`src/rtl/hsq_defs.vh`:
```
// Purpose: Shared constants of the haptic sequencer register port
// Assumes: Included by every design file of the block
// Notes: Definitions only
`ifndef HSQ_DEFS_VH
`define HSQ_DEFS_VH

// Bus identity and byte framing
`define HSQ_DEV_ADDR 7'h59
`define HSQ_BYTE_BITS 4'h8

// Register offsets
`define HSQ_REG_CTRL 8'h02
`define HSQ_REG_SLOT_FIRST 8'h03
`define HSQ_REG_SLOT_SECOND 8'h04
`define HSQ_REG_SLOT_LAST 8'h0a

// Control register fields
`define HSQ_CTRL_LAUNCH 0

// Queue geometry and reset values
`define HSQ_NUM_SLOTS 8
`define HSQ_SLOT_AW 3
`define HSQ_SLOT_RESET 8'h00
`define HSQ_ID_END 8'h00

`endif

```
`src/rtl/hsq_slot_mem.v`:
```
// Purpose: Eight-entry queue of waveform identifiers
// Assumes: One write port, two independent read ports
// Notes: Read data come out of registers, one cycle after the address
`timescale 1ns/10ps
`include "hsq_defs.vh"

module hsq_slot_mem #(
   parameter W = 8,
   parameter D = `HSQ_NUM_SLOTS,
   parameter AW = `HSQ_SLOT_AW
) (
   input wire i_clk,
   input wire i_rst,
   input wire i_we,
   input wire [AW-1:0] i_wa,
   input wire [W-1:0] i_wd,
   input wire [AW-1:0] i_ra_a,
   output reg [W-1:0] o_rd_a,
   input wire [AW-1:0] i_ra_b,
   output reg [W-1:0] o_rd_b
);

   reg [W-1:0] mem [0:D-1];
   integer i;

   always @(posedge i_clk) begin
      if (i_rst) begin
         for (i = 0; i < D; i = i + 1) begin
            mem[i] <= `HSQ_SLOT_RESET;
         end
         o_rd_a <= `HSQ_SLOT_RESET;
         o_rd_b <= `HSQ_SLOT_RESET;
      end else begin
         if (i_we) begin
            mem[i_wa] <= i_wd;
         end
         o_rd_a <= mem[i_ra_a];
         o_rd_b <= mem[i_ra_b];
      end
   end

endmodule // hsq_slot_mem

```
`src/rtl/hsq_top.v`:
```
// Purpose: Two-wire slave register port and waveform sequencer
// Assumes: SCL and SDA come from pins; playback engine on the same clock
// Notes: SDA is open drain, driven low only while O_SDA_OE is high
//
// Contract
// Queue holds at most eight waveform identifiers
// Launch starts playback at slot offset 0x03
// After each waveform, advance to next slot
// Stop at zero identifier or after eight
// Identifier is the header block index
// Bytes are eight bits, MSB first
// Receiver acknowledges in the following clock period
// Master frames transfers with start and stop
// Data changes only while SCL is low
// Slave acknowledge holds SDA low whole period
// Slave answers only bus address 0x59
// Unlimited bytes between start and stop
// Single and multi-byte access to every register
// Register address auto-increments after each data byte
// Write: address, register byte, data, stop
// Slave acknowledges address, register and data bytes
// Read: write address, repeated start, read
// Master ends a read with not-acknowledge, stop
// Master acknowledges all read bytes but last
// Master waits for acknowledge before next byte
// Unmatched address: no acknowledge, ignore until start
`timescale 1ns/10ps
`include "hsq_defs.vh"

module hsq_top (
   input wire I_CLK_SYS,
   input wire I_RST,
   input wire I_SCL,
   input wire I_SDA,
   output reg O_SDA_OUT,
   output reg O_SDA_OE,
   output reg [7:0] O_WAVE_ID,
   output reg O_WAVE_START,
   input wire I_WAVE_DONE,
   output reg O_SEQ_BUSY
);

   // Bus states
   localparam [2:0] ST_IDLE = 3'h0;
   localparam [2:0] ST_DEV = 3'h1;
   localparam [2:0] ST_REG = 3'h2;
   localparam [2:0] ST_WDATA = 3'h3;
   localparam [2:0] ST_RDATA = 3'h4;
   localparam [2:0] ST_ACKTX = 3'h5;
   localparam [2:0] ST_ACKRX = 3'h6;

   // Sequencer states
   localparam [1:0] SQ_IDLE = 2'h0;
   localparam [1:0] SQ_FETCH = 2'h1;
   localparam [1:0] SQ_CHECK = 2'h2;
   localparam [1:0] SQ_PLAY = 2'h3;

   localparam integer LAST_SLOT_I = `HSQ_NUM_SLOTS - 1;
   localparam [2:0] LAST_SLOT = LAST_SLOT_I[2:0];

   function is_slot;
      input [7:0] a;
      begin
         is_slot = (a >= `HSQ_REG_SLOT_FIRST) && (a <= `HSQ_REG_SLOT_LAST);
      end
   endfunction

   ////////////////////////////////////////////////////////////////////////////
   // Pin synchronisers and bus event detection

   reg scl_s1_r, scl_s2_r, scl_d_r;
   reg sda_s1_r, sda_s2_r, sda_d_r;

   always @(posedge I_CLK_SYS) begin
      if (I_RST) begin
         scl_s1_r <= 1'b1;
         scl_s2_r <= 1'b1;
         scl_d_r <= 1'b1;
         sda_s1_r <= 1'b1;
         sda_s2_r <= 1'b1;
         sda_d_r <= 1'b1;
      end else begin
         scl_s1_r <= I_SCL;
         scl_s2_r <= scl_s1_r;
         scl_d_r <= scl_s2_r;
         sda_s1_r <= I_SDA;
         sda_s2_r <= sda_s1_r;
         sda_d_r <= sda_s2_r;
      end
   end

   wire scl_rise = scl_s2_r & ~scl_d_r;
   wire scl_fall = ~scl_s2_r & scl_d_r;
   // SDA edges while SCL stays high frame a transfer
   wire bus_start = scl_s2_r & scl_d_r & sda_d_r & ~sda_s2_r;
   wire bus_stop = scl_s2_r & scl_d_r & ~sda_d_r & sda_s2_r;

   ////////////////////////////////////////////////////////////////////////////
   // Register read path

   reg [7:0] ptr_r;
   wire [7:0] slot_off = ptr_r - `HSQ_REG_SLOT_FIRST;
   wire [7:0] mem_rd_a;
   wire [7:0] mem_rd_b;
   reg [7:0] rd_byte;

   always @* begin
      if (is_slot(ptr_r)) begin
         rd_byte = mem_rd_a;
      end else if (ptr_r == `HSQ_REG_CTRL) begin
         rd_byte = {7'h00, O_SEQ_BUSY};
      end else begin
         rd_byte = 8'h00;
      end
   end

   ////////////////////////////////////////////////////////////////////////////
   // Serial slave engine

   reg [2:0] st_r;
   reg [2:0] after_r;
   reg [3:0] cnt_r;
   reg [7:0] shift_r;
   reg incr_r;
   reg mack_r;
   reg mem_we_r;
   reg [2:0] mem_wa_r;
   reg [7:0] mem_wd_r;
   reg launch_r;

   always @(posedge I_CLK_SYS) begin
      if (I_RST) begin
         st_r <= ST_IDLE;
         after_r <= ST_IDLE;
         cnt_r <= 4'h0;
         shift_r <= 8'h00;
         ptr_r <= 8'h00;
         incr_r <= 1'b0;
         mack_r <= 1'b0;
         mem_we_r <= 1'b0;
         mem_wa_r <= 3'h0;
         mem_wd_r <= 8'h00;
         launch_r <= 1'b0;
         O_SDA_OUT <= 1'b0;
         O_SDA_OE <= 1'b0;
      end else begin
         mem_we_r <= 1'b0;
         launch_r <= 1'b0;
         O_SDA_OUT <= 1'b0;
         if (bus_start) begin
            // Also a repeated start; pointer is kept
            st_r <= ST_DEV;
            cnt_r <= 4'h0;
            incr_r <= 1'b0;
            O_SDA_OE <= 1'b0;
         end else if (bus_stop) begin
            st_r <= ST_IDLE;
            O_SDA_OE <= 1'b0;
         end else if (scl_rise) begin
            case (st_r)
               ST_DEV, ST_REG, ST_WDATA: begin
                  shift_r <= {shift_r[6:0], sda_s2_r};
                  cnt_r <= cnt_r + 4'h1;
               end
               ST_RDATA: begin
                  cnt_r <= cnt_r + 4'h1;
               end
               ST_ACKRX: begin
                  mack_r <= ~sda_s2_r;
               end
               default: begin
               end
            endcase
         end else if (scl_fall) begin
            case (st_r)
               ST_DEV: begin
                  if (cnt_r == `HSQ_BYTE_BITS) begin
                     if (shift_r[7:1] == `HSQ_DEV_ADDR) begin
                        O_SDA_OE <= 1'b1;
                        after_r <= shift_r[0] ? ST_RDATA : ST_REG;
                        st_r <= ST_ACKTX;
                     end else begin
                        st_r <= ST_IDLE;
                     end
                  end
               end
               ST_REG: begin
                  if (cnt_r == `HSQ_BYTE_BITS) begin
                     ptr_r <= shift_r;
                     O_SDA_OE <= 1'b1;
                     after_r <= ST_WDATA;
                     st_r <= ST_ACKTX;
                  end
               end
               ST_WDATA: begin
                  if (cnt_r == `HSQ_BYTE_BITS) begin
                     mem_we_r <= is_slot(ptr_r);
                     mem_wa_r <= slot_off[2:0];
                     mem_wd_r <= shift_r;
                     launch_r <= (ptr_r == `HSQ_REG_CTRL) && shift_r[`HSQ_CTRL_LAUNCH];
                     incr_r <= 1'b1;
                     O_SDA_OE <= 1'b1;
                     after_r <= ST_WDATA;
                     st_r <= ST_ACKTX;
                  end
               end
               ST_ACKTX: begin
                  // Ack held from one SCL fall to the next
                  cnt_r <= 4'h0;
                  incr_r <= 1'b0;
                  if (incr_r) begin
                     ptr_r <= ptr_r + 8'h01;
                  end
                  if (after_r == ST_RDATA) begin
                     shift_r <= rd_byte;
                     O_SDA_OE <= ~rd_byte[7];
                  end else begin
                     O_SDA_OE <= 1'b0;
                  end
                  st_r <= after_r;
               end
               ST_RDATA: begin
                  if (cnt_r == `HSQ_BYTE_BITS) begin
                     O_SDA_OE <= 1'b0;
                     ptr_r <= ptr_r + 8'h01;
                     st_r <= ST_ACKRX;
                  end else begin
                     shift_r <= {shift_r[6:0], 1'b0};
                     O_SDA_OE <= ~shift_r[6];
                  end
               end
               ST_ACKRX: begin
                  cnt_r <= 4'h0;
                  if (mack_r) begin
                     shift_r <= rd_byte;
                     O_SDA_OE <= ~rd_byte[7];
                     st_r <= ST_RDATA;
                  end else begin
                     O_SDA_OE <= 1'b0;
                     st_r <= ST_IDLE;
                  end
               end
               default: begin
                  O_SDA_OE <= 1'b0;
               end
            endcase
         end
      end
   end

   ////////////////////////////////////////////////////////////////////////////
   // Waveform sequencer

   reg [1:0] sq_r;
   reg [2:0] idx_r;

   hsq_slot_mem #(
      .W(8),
      .D(`HSQ_NUM_SLOTS),
      .AW(`HSQ_SLOT_AW)
   ) hsq_slot_mem_i (
      .i_clk(I_CLK_SYS),
      .i_rst(I_RST),
      .i_we(mem_we_r),
      .i_wa(mem_wa_r),
      .i_wd(mem_wd_r),
      .i_ra_a(slot_off[2:0]),
      .o_rd_a(mem_rd_a),
      .i_ra_b(idx_r),
      .o_rd_b(mem_rd_b)
   );

   always @(posedge I_CLK_SYS) begin
      if (I_RST) begin
         sq_r <= SQ_IDLE;
         idx_r <= 3'h0;
         O_WAVE_ID <= 8'h00;
         O_WAVE_START <= 1'b0;
         O_SEQ_BUSY <= 1'b0;
      end else begin
         O_WAVE_START <= 1'b0;
         case (sq_r)
            SQ_IDLE: begin
               if (launch_r) begin
                  idx_r <= 3'h0;
                  O_SEQ_BUSY <= 1'b1;
                  sq_r <= SQ_FETCH;
               end
            end
            SQ_FETCH: begin
               // Slot read data settle into the port register
               sq_r <= SQ_CHECK;
            end
            SQ_CHECK: begin
               if (mem_rd_b == `HSQ_ID_END) begin
                  O_SEQ_BUSY <= 1'b0;
                  sq_r <= SQ_IDLE;
               end else begin
                  O_WAVE_ID <= mem_rd_b;
                  O_WAVE_START <= 1'b1;
                  sq_r <= SQ_PLAY;
               end
            end
            SQ_PLAY: begin
               if (I_WAVE_DONE) begin
                  if (idx_r == LAST_SLOT) begin
                     O_SEQ_BUSY <= 1'b0;
                     sq_r <= SQ_IDLE;
                  end else begin
                     idx_r <= idx_r + 3'h1;
                     sq_r <= SQ_FETCH;
                  end
               end
            end
            default: begin
               sq_r <= SQ_IDLE;
            end
         endcase
      end
   end

endmodule // hsq_top

```
`config.mk`:
```
export PLATFORM = sky130hd
export DESIGN_NAME = hsq_top
export DESIGN_NICKNAME = d
export VERILOG_FILES = /design/src/rtl/hsq_slot_mem.v /design/src/rtl/hsq_top.v
export VERILOG_INCLUDE_DIRS = /design/src /design/src/rtl
export SDC_FILE = /design/constraint.sdc
export NUM_CORES = 1
export LEC_CHECK = 0
export ABC_AREA = 1
export BUFFER_PORTS_ARGS = -buffer_cell sky130_fd_sc_hd__buf_4
export CAP_MARGIN = 15
export CORE_ASPECT_RATIO = 0.9
export CORE_MARGIN = 2
export CORE_UTILIZATION = 63
export DETAILED_ROUTE_END_ITERATION = 10
export PLACE_DENSITY_LB_ADDON = 0.2
export SETUP_SLACK_MARGIN = 0.2
export SYNTH_ARGS = -nofsm -noshare
export SYNTH_HDL_FRONTEND = slang
export SYNTH_HIERARCHICAL = 1
export SYNTH_SLANG_ARGS = --single-unit
```
`constraint.sdc`:
```
create_clock -name I_CLK_SYS -period 2.1 [get_ports I_CLK_SYS]
set_input_delay 0.105 -clock I_CLK_SYS [delete_from_list [all_inputs] [get_ports I_CLK_SYS]]
set_output_delay 0.105 -clock I_CLK_SYS [all_outputs]
set_load 0.1 [all_outputs]
```
==> results of run 1 <==
flip-flops by register name, indices dropped and copies added (netlist names), 2 cells and up:
name	cells
idx_r	3
hsq_slot_mem_i/mem	64
mem_wa_r	3
cnt_r	4
sq_r	2
after_r	3
hsq_slot_mem_i/o_rd_a	8
st_r	3
mem_wd_r	8
shift_r	8
O_WAVE_ID	8
hsq_slot_mem_i/o_rd_b	8
ptr_r	8
critical path: stages, from the launching register on:
cell and delay [ps]:
dfxtp_1 430, ha_1 220, nand2_1 70, inv_1 120, nor2_1 90, inv_1 390
nand3_1 180, nand2_1 90, nor2_1 40
cell usage in the layout (no fill, tap or decap), drive strengths merged, types with 2 or more instances in the layout:
cell,count
nand2,305
nor2,188
inv,148
nand3,131
dfxtp,79
edfxtp,64
a21oi,40
o21ai,36
buf,25
clkbuf,18
ha,10
o22ai,6
or2,5
nand4,4
nor3,3
clkinv,3
dlygate4sd3,2
through the flow:
| stage | instances | cell area (um2) | utilization, % | power [mW] |
|---|---|---|---|---|
| detailed placement | 1200 | 7680 | 64.4 | 4.91 |
| global route | 1234 | 8280 | 69.4 | 8.12 |
| global placement | 1200 | 7680 | 64.4 | 4.89 |
| CTS | 1234 | 8270 | 69.3 | 7.77 |
| finish | 1234 | 8280 | 69.4 | 7.81 |
| floorplan | 1055 | 7610 | - | 4.64 |
routing by layer:
layer  wire (um)  share of wire, %  vias to the layer above  GRT usage [%]
li1            -                 -                     3339              -
met1        8300                42                     3055           42.8
met2        8620                44                      356           46.7
met3        2250                11                       42           10.8
met4         526               2.7                        0           12.3
met5           0                 0                        -              0
where the power goes:
group          switching, mW  internal [mW]  total, mW
logic                   1.27          0.482       1.76
clock network           1.29           1.59       2.87
registers             0.0907           3.09       3.18
cell families (layout without fill, tap and decap cells):
kind of cell / Yosys count / count (layout) / synth area share, %
adder cells (fa/ha/maj): 10 / 10 / 1.64
AND/OR/NAND/NOR: 637 / 637 / 35.3
AO/OA/AOI/OAI: 85 / 85 / 5.85
flip-flops: 143 / 143 / 46.0
other: 1 / 1 / 0.0493
XOR/XNOR: 2 / 2 / 0.230
buffers and inverters: 177 / 196 / 10.9
repair_timing:
item	4_1_cts	5_1_grt
hold endpoints to repair	2	0
hold buffers	2	0
resized for setup	0	4
setup endpoints to repair	0	15
final timing paths:
check	startpoint	slack [ps]	to	cells after the start
worst min-delay path	I_WAVE_DONE	20	sq_r[0]	3
worst max register to register	ptr_r[0]	350	hsq_slot_mem_i/o_rd_a[7]	8
worst min register to register	scl_s1_r	410	scl_s2_r	1
worst max-delay path	ptr_r[0]	350	hsq_slot_mem_i/o_rd_a[7]	8
cell type report:
class                           count  share of cell area, %
Tap cell                          160                   2.42
Inverter                          137                   6.27
Multi-Input combinational cell    735                   39.7
Timing Repair Buffer               27                   2.51
Clock inverter                     14                   1.47
Clock buffer                       18                   5.30
Sequential cell                   143                   42.3
==> qor.yml, run 1 <==
status: "finished, final reports clean"
via_count: 6792
yosys-top-cells-area: "edfxtp_1 25%, dfxtp_1 21%, nand2_1 15%, nor2_1 8.8%, nand3_1 8.4%"
num_rows: 38
slew_headroom_pct: 63.6
synthTopCellsByCount: "295 x nand2_1, 179 x nor2_1, 127 x nand3_1, 124 x inv_1, 79 x dfxtp_1"
setup_tns_ps: 0
yosysSeqAreaShare_pct: 46.0
cts_tree: "built"
grt-ovfl-total: 0
finalWorstSetupSlack_ps: 347
synth_cells: 1055
fin_nets: 1076
clock_skew_ps: 6.29
fin_crit_sh_pct: 83.5
wirelength_um: 19700
syn_area_per_cell_um2: 7.21
cp.arrival_ps: 2080
cts_sinks: 143
core-area_mm2: 0.0119
die_height_um: 108
worstMarginPinSlew_ps: 546
synth_top_area_share_pct: 25.3
power_density_mw_per_mm2: 943
clk_pin_slew_worst_paths_ps: 60
syn_area_mm2: 0.00761
cp.required_ps: 2430
synth_edf_count: 64
start_util_pct: 63.8
port_buffers: 15
io_pins: 17
fin_hold_ws_ps: 15.9
grt_pass1_wl_um: 30900
timing.fmax_ghz: 0.570
worstPathMaxFanout: 16
drt_iter0_drc: 894
setup_viol: 0
synth_top_area_cell: "edfxtp_1"
grt_max_degree: 36
cts_buffers: 17
vdd_drop_max_mv: 0.794
clk_path_buf_depth: 2
clk_latency_ps: 430
floorplan.die_area_mm2: 0.0130
ys.flop_type: "dfxtp_1"
clockRootBuffer: "clkbuf_16"
antenna_left: 0
post_cts_buffers: 0
worst_setup_path_end_kind: "register"
drive_gt1_share_pct: 9.50
grt_pass1_vias: 6094
first_pass_iters: 8
synth_async_sr_flop_share_pct: 0
drc_errors: 0
dp_worst_setup_slack_ps: 335
drv_slew: 0
finalHoldViolations: 0
leakagePower_nw: 3.75
via_per_inst: 5.50
post-route-min-period_ps: 1750
path_class: "register to register"
die_width_um: 120
area_growth_pct: 8.85
final-seq-area_mm2: 0.00350
critPathLaunchType: "register"
synth_seq_cells: 143
cts_max_level: 4
fillers: 1003
wl_per_cell_um: 16.0
dp_hpwl_um: 13200
rsz0062_at_grt: "no"
n_antenna_cell: 0
yosysMostFrequentCell: "nand2_1"
grt.total_usage_pct: 31.5
yosys_warnings: 6
netlist-cell-type-count: 33
syn_nets: 1070
hold_class: "input port to register"
multi_input_area_mm2: 0.00329
gp_congestion: 1.01
maxCapViolations: 0
antenna_found_initial: 0
No activity file was read; power rests on OpenSTA's default activity.
==> inputs of run 2 (changes only) <==
ABC_AREA = 0   (was 1)
CORE_UTILIZATION = 57   (was 63)
clock period = 1.6 ns   (was 2.1 ns; I/O delays follow)
==> run 2 against run 1 <==
Net effect:
- the flow now finishes with violations (setup timing)
- final cell count fell by 26%
- hold slack better by 160 ps
- global-route usage down 1.9 points
- synthesized cell count down 41%
- flip-flop and latch count did not move
- clock skew hardly changed
- combinational power decreased by 76%
- setup slack got worse by 580 ps
- utilization grew 8.7 points
- clock-buffer cell count is 1 lower
- largest cell class is now multi-input gates
==> qor.yml, run 2 <==
timing.fmax_ghz: 0.544  # -4.6%
path_class: "register to register"
dp.cells: 839  # -30%
reg2reg_slack_ps: -240  # -580 ps
cp.required_ps: 1890  # -540 ps
setup_viol: 46  # +46
dp_worst_setup_slack_ps: -257  # -592 ps
grt-ovfl-total: 0  # unchanged
grt_pass1_wl_um: 29900  # -3.4%
port_buffers: 15  # unchanged
status: "complete, but fails checks"
drive_gt1_share_pct: 42.3  # +33 points
gp_congestion: 0.895  # -11%
wl_per_cell_um: 22.3  # +40%
finalHoldViolations: 0  # unchanged
wirelength_um: 20300  # +2.9%
yosys_warnings: 6  # unchanged
drv_slew: 0  # unchanged
yosys-top-cells-area: "edfxtp_1 27%, dfxtp_1 22%, mux4_1 9.8%, and2_1 5.6%, mux2i_1 5.3%"
cts_sinks: 143  # unchanged
antenna_left: 0  # unchanged
stdcell_count: 907  # -26%
clk_path_buf_depth: 2  # unchanged
synth_edf_count: 64  # unchanged
fin_hold_ws_ps: 177  # +161 ps
clk_pin_slew_worst_paths_ps: 60  # about the same
layout_commonest_cell: "buf_4"
critPathCapture: "mem_wd_r[0]"
syn_area_per_cell_um2: 11.6  # +61%
n_antenna_cell: 0  # unchanged
cp.arrival_ps: 2130  # +50 ps
antenna_found_initial: 0  # unchanged
syn_nets: 637  # -40%
worst_setup_path_end_kind: "register"
post-route-min-period_ps: 1840  # +84.5 ps
netlist-cell-type-count: 74  # +120%
cts_max_level: 4  # unchanged
cts_tree: "built"
vdd_drop_max_mv: 0.806  # +1.5%
r2r-end: "mem_wd_r[0]"
clock_skew_ps: 6.66  # +0.361 ps
num_rows: 38  # unchanged
area_growth_pct: 32.2
dp_hpwl_um: 11800  # -10%
fin_nets: 750  # -30%
final_cell_mix: "92 x buf_4, 67 x nor2_1, 65 x dfxtp_1"
maxCapViolations: 0  # unchanged
violations: "setup timing"
leakagePower_nw: 3.43  # -8.4%
grt.total_usage_pct: 29.7  # -1.9 points
clockRootBuffer: "clkbuf_16"
finalWorstSetupSlack_ps: -238  # -585 ps
worstPathMaxFanout: 7  # -9
power_density_mw_per_mm2: 855  # -9.4%
clk_latency_ps: 420  # about the same
critPathLaunchType: "register"
synth_async_sr_flop_share_pct: 0  # unchanged
grt_max_degree: 80  # +120%
drt_iter0_drc: 692  # -23%
floorplan.die_area_mm2: 0.0136  # +4.7%
first_pass_iters: 6  # -2
synth_cells: 622  # -41%
regMostFlops: "hsq_slot_mem_i/mem"
hold_class: "input port to register"
cts_buffers: 17  # unchanged
via_per_inst: 6.23  # +13%
ys.flop_type: "dfxtp_1"
io_pins: 17  # unchanged
design_area_mm2: 0.00954  # +15%
grt_pass1_vias: 5523  # -9.4%
rsz0062_at_grt: "yes"
die_width_um: 123  # +2.3%
drc_errors: 0  # unchanged
synthTopCellsByCount: "79 x dfxtp_1, 75 x nor2_1, 65 x and2_1, 64 x edfxtp_1, 38 x mux2i_1"
synth_top_area_cell: "edfxtp_1"
placed_cell_area_mm2: 0.00813  # +5.8%
fin_crit_sh_pct: 115  # +31 points
start_util_pct: 59.1  # -4.7 points
yosysSeqAreaShare_pct: 48.5  # +2.5 points
yosysMostFrequentCell: "dfxtp_1"
core-area_mm2: 0.0122  # +2.4%
die_height_um: 111  # +2.3%
syn_area_mm2: 0.00722  # -5.1%
ff2ff_path_depth: 7  # -1
worstSetupStartpoint: "cnt_r[1]"
largest_reg_flops: 64  # unchanged
rr_startpoint: "cnt_r[1]"
via_count: 5648  # -17%
synth_seq_cells: 143  # unchanged
synth_top_area_share_pct: 26.6  # +1.4 points
run 2: logic make-up (layout without fill, tap and decap cells):
family / after synthesis / after routing / share of synthesized area [%]
buf+inv: 54 / 178 / 4.52
simple gates: 258 / 259 / 19.4
flops: 143 / 143 / 48.5
fa+ha+maj: 10 / 10 / 1.73
mux: 70 / 70 / 16.7
other cells: 1 / 1 / 0.0519
xor+xnor: 3 / 3 / 0.364
compound gates: 83 / 83 / 8.77
run 2: final cells by class:
cell class | instances | area (um2)
inverters | 16 | 65.1
clock inverters | 14 | 126
repair buffers | 131 | 1240
clock buffers | 17 | 425
flip-flops and latches | 143 | 3530
fillers | 677 | 2680
multi-input cells | 426 | 3960
well taps | 160 | 200
run 2: power by group:
group | leakage (nW) | internal, mW | switching (mW)
clock | 0.263 | 2.25 | 1.48
sequential | 1.26 | 3.92 | 0.0743
combinational | 1.91 | 0.201 | 0.230
run 2: how the worst min path moves through the flow:
| stage | startpoint | endpoint | slack, ps | cells past startpoint |
|---|---|---|---|---|
| 3_5_place_dp | I_SCL | scl_s1_r | 270 | 2 |
| 2_1_floorplan | I_SCL | scl_s1_r | 180 | 1 |
| 5_1_grt | I_RST | mem_wd_r[4] | 200 | 3 |
| 4_1_cts | I_RST | mem_wa_r[1] | -100 | 2 |
| 6_report | I_RST | ptr_r[1] | 180 | 3 |
| 3_3_place_gp | I_SCL | scl_s1_r | 270 | 2 |
run 2: stage by stage:
step | utilization (%) | power [mW] | setup TNS (ps)
after floorplan | - | 4.26 | -2210
after global placement | 66.5 | 4.38 | -2800
after detailed placement | 66.5 | 4.40 | -4400
after CTS | 76.2 | 8.12 | -3190
after global routing | 78.1 | 8.36 | -8850
final | 78.1 | 8.16 | -5950
run 2: repair_timing:
action,in CTS,in global routing
endpoints found under the hold margin,7,4
gates cloned,2,0
resized for setup,101,45
hold buffers,3,1
pin swaps,56,37
setup endpoints to repair,125,127
setup buffers,20,11
run 2: worst max-delay path, cell delays in order (launching register included):
cell,delay (ps)
dfxtp_2,320
inv_2,60
ha_4,130
and3b_2,280
and3_4,250
and3_4,290
mux2i_2,270
nor2_1,90
run 2: per-layer routing:
layer	track usage, %	routed length, um	up-vias
li1	-	-	2506
met1	40.3	8010	2792
met2	46.2	9970	302
met3	7.56	1870	48
met4	10.3	418	0
met5	0	0	-
==> inputs of run 3 (changes only) <==
ABC_CLOCK_PERIOD_IN_PS = 1600   (was default)
CELL_PAD_IN_SITES_DETAIL_PLACEMENT = 1   (was default)
CELL_PAD_IN_SITES_GLOBAL_PLACEMENT = 2   (was default)
CORE_UTILIZATION = 39   (was 57)
==> run 3 against run 2 <==
Net effect:
- the run still ends with setup timing left
- die area grew 44%
- final cell count grew 11%
- non-clock buffer count grew 14
- power grew 6.4%
- sequential power is essentially flat
- first-iteration DRC count shrank 50%
- clock skew grew 1.3 ps
- critical endpoint is now shift_r[3]
- hold slack lost 140 ps
- flip-flop and latch count is the same
- global-route usage shrank 5.6 points
==> qor.yml, run 3 (synthesis gave the netlist of run 2 again) <==
rr_startpoint: "cnt_r[1]"
worstPathMaxFanout: 7  # unchanged
clk_path_buf_depth: 2  # unchanged
gp_congestion: 0.854  # -4.5%
path_class: "register to register"
wl_per_cell_um: 22.4  # +0.38%
port_buffers: 15  # unchanged
grt_max_degree: 41  # -49%
status: "complete, but fails checks"
ff2ff_path_depth: 7  # unchanged
wirelength_um: 22600  # +11%
fillers: 1884  # +180%
rsz0062_at_grt: "yes"
regMostFlops: "hsq_slot_mem_i/mem"
finalHoldViolations: 0  # unchanged
clockRootBuffer: "clkbuf_16"
die_width_um: 147  # +20%
post-route-min-period_ps: 1850  # +13.5 ps
hold_end: "sq_r[1]"
timing.fmax_ghz: 0.540  # -0.73%
critPathLaunchType: "register"
stdcell_count: 1007  # +11%
cp.arrival_ps: 2130  # about the same
floorplan.die_area_mm2: 0.0196  # +44%
first_pass_iters: 4  # -2
fin_crit_sh_pct: 116  # +0.84 points
grt_pass1_wl_um: 35100  # +18%
hold_class: "input port to register"
cp.required_ps: 1880  # about the same
worst_setup_path_end_kind: "register"
cts_sinks: 143  # unchanged
dp_hpwl_um: 14700  # +24%
critPathSlowestCell: "a221oi_4"
p_sw_share_pct: 22.4  # +0.42 points
drc_errors: 0  # unchanged
grt-ovfl-total: 0  # unchanged
cts_tree: "built"
min-delay-start: "I_WAVE_DONE"
cts_max_level: 4  # unchanged
largest_reg_flops: 64  # unchanged
clock_skew_ps: 7.99  # +1.33 ps
start_util_pct: 39.5  # -20 points
vdd_drop_max_mv: 0.720  # -11%
finalWorstSetupSlack_ps: -251  # -13.5 ps
area_growth_pct: 37.1
setup_viol: 50  # +8.7%
power_density_mw_per_mm2: 877  # +2.6%
n_antenna_cell: 0  # unchanged
dp.cells: 945  # +13%
via_per_inst: 5.44  # -13%
final_cell_mix: "103 x buf_4, 66 x nor2_1, 64 x edfxtp_1"
fin_hold_ws_ps: 40.0  # -137 ps
via_count: 5475  # -3.1%
cp_slowest_stage_delay_ps: 410  # +90 ps
core-area_mm2: 0.0183  # +50%
r2r-end: "shift_r[3]"
drt_iter0_drc: 348  # -50%
power.internal_mw: 6.74  # +5.9%
die_height_um: 133  # +20%
clk_latency_ps: 420  # about the same
antenna_found_initial: 1  # +1
drv_slew: 0  # unchanged
maxCapViolations: 0  # unchanged
seqPwrFrac_pct: 46.0  # -3.0 points
fin_nets: 764  # +1.9%
antenna_left: 0  # unchanged
reg2reg_slack_ps: -250  # about the same
grt_pass1_vias: 5908  # +7.0%
drive_gt1_share_pct: 42.9  # +0.61 points
power_frac_comb_pct: 5.1  # -0.2 points
min_path_cells: 4  # +1
grt.total_usage_pct: 24.0  # -5.6 points
num_rows: 47  # +24%
power.switching_mw: 1.94  # +8.5%
leakagePower_nw: 3.61  # +5.4%
violations: "setup timing"
layout_commonest_cell: "buf_4"
clockPowerShare_pct: 48.9  # +3.2 points
path_cells: "inv_2 > ha_4 > and3b_2 > a221oi_4 > o211ai_4 > a221oi_2 > nor3_1"
clk_pin_slew_worst_paths_ps: 70  # about the same
io_pins: 17  # unchanged
cts_buffers: 17  # unchanged
[run 3: cell types whose count changed in the layout (fill, tap and decap cells not counted), sizes merged, moves of 2 or more]
cell	change
clkinv	-5
buf	+16
dlygate4sd3	-2
clkbuf	+5
clkinvlp	-3
inv	+4
[run 3: metal layers]
| metal | vias to the layer above | track usage, % | wire length (um) | share of wire, % |
|---|---|---|---|---|
| li1 | 2542 | - | - | - |
| met1 | 2778 | 33.2 | 10100 | 45 |
| met2 | 127 | 39.1 | 11000 | 48 |
| met3 | 28 | 4.38 | 1250 | 5.5 |
| met4 | 0 | 6.41 | 280 | 1.2 |
| met5 | - | 0 | 0 | 0 |
[run 3: final cells by class]
| cell class | count | area, um2 | share of cell area, % |
|---|---|---|---|
| timing repair buffer | 145 | 1350 | 13.7 |
| clock inverter | 10 | 119 | 1.20 |
| sequential | 143 | 3540 | 35.7 |
| multi-input combinational | 426 | 4000 | 40.4 |
| tap | 245 | 307 | 3.10 |
| clock buffer | 22 | 517 | 5.22 |
| inverter | 16 | 67.6 | 0.682 |
[run 3: how the worst max path moves through the flow]
stage | start | to | slack [ps] | cells past startpoint
floorplan | scl_d_r | shift_r[0] | -220 | 9
global placement | st_r[1] | launch_r | -280 | 7
detailed placement | cnt_r[0] | shift_r[3] | -270 | 7
CTS | cnt_r[1] | ptr_r[0] | -220 | 7
global route | cnt_r[1] | shift_r[3] | -320 | 7
finish | cnt_r[1] | shift_r[3] | -250 | 7
[run 3: what timing repair did]
item,4_1_cts,5_1_grt
endpoints found under the hold margin,2,0
setup buffers,18,6
resized for setup,112,48
pin swaps,43,17
gates cloned,3,1
setup endpoints to repair,154,142
hold buffers,2,0
[run 3: critical path: cells and delay by family (launching register included)]
family          cells  cell delay, ps
compound gates      3             840
fa+ha+maj           1             150
buf+inv             1              40
flops               1             340
simple gates        2             340
[run 3: metrics by stage]
step / util, % / power (mW) / setup TNS (ps) / worst slack (ps) / instance area [um2]
2_1_floorplan: - / 4.26 / -2210 / -220 / 7450
4_1_cts: 52.9 / 8.71 / -5940 / -215 / 9680
3_3_place_gp: 45.8 / 4.41 / -6200 / -285 / 8370
3_5_place_dp: 45.8 / 4.43 / -7870 / -270 / 8370
5_1_grt: 54.1 / 8.93 / -11190 / -320 / 9900
6_report: 54.1 / 8.68 / -7040 / -251 / 9900
[run 3: power by group through the flow]
stage | combinational (mW) | sequential (mW) | clock (mW)
floorplan | 0.234 | 4.03 | 0
global placement | 0.353 | 4.05 | 0
detailed placement | 0.366 | 4.07 | 0
CTS | 0.416 | 3.99 | 4.31
global route | 0.468 | 4.00 | 4.46
finish | 0.441 | 3.99 | 4.25
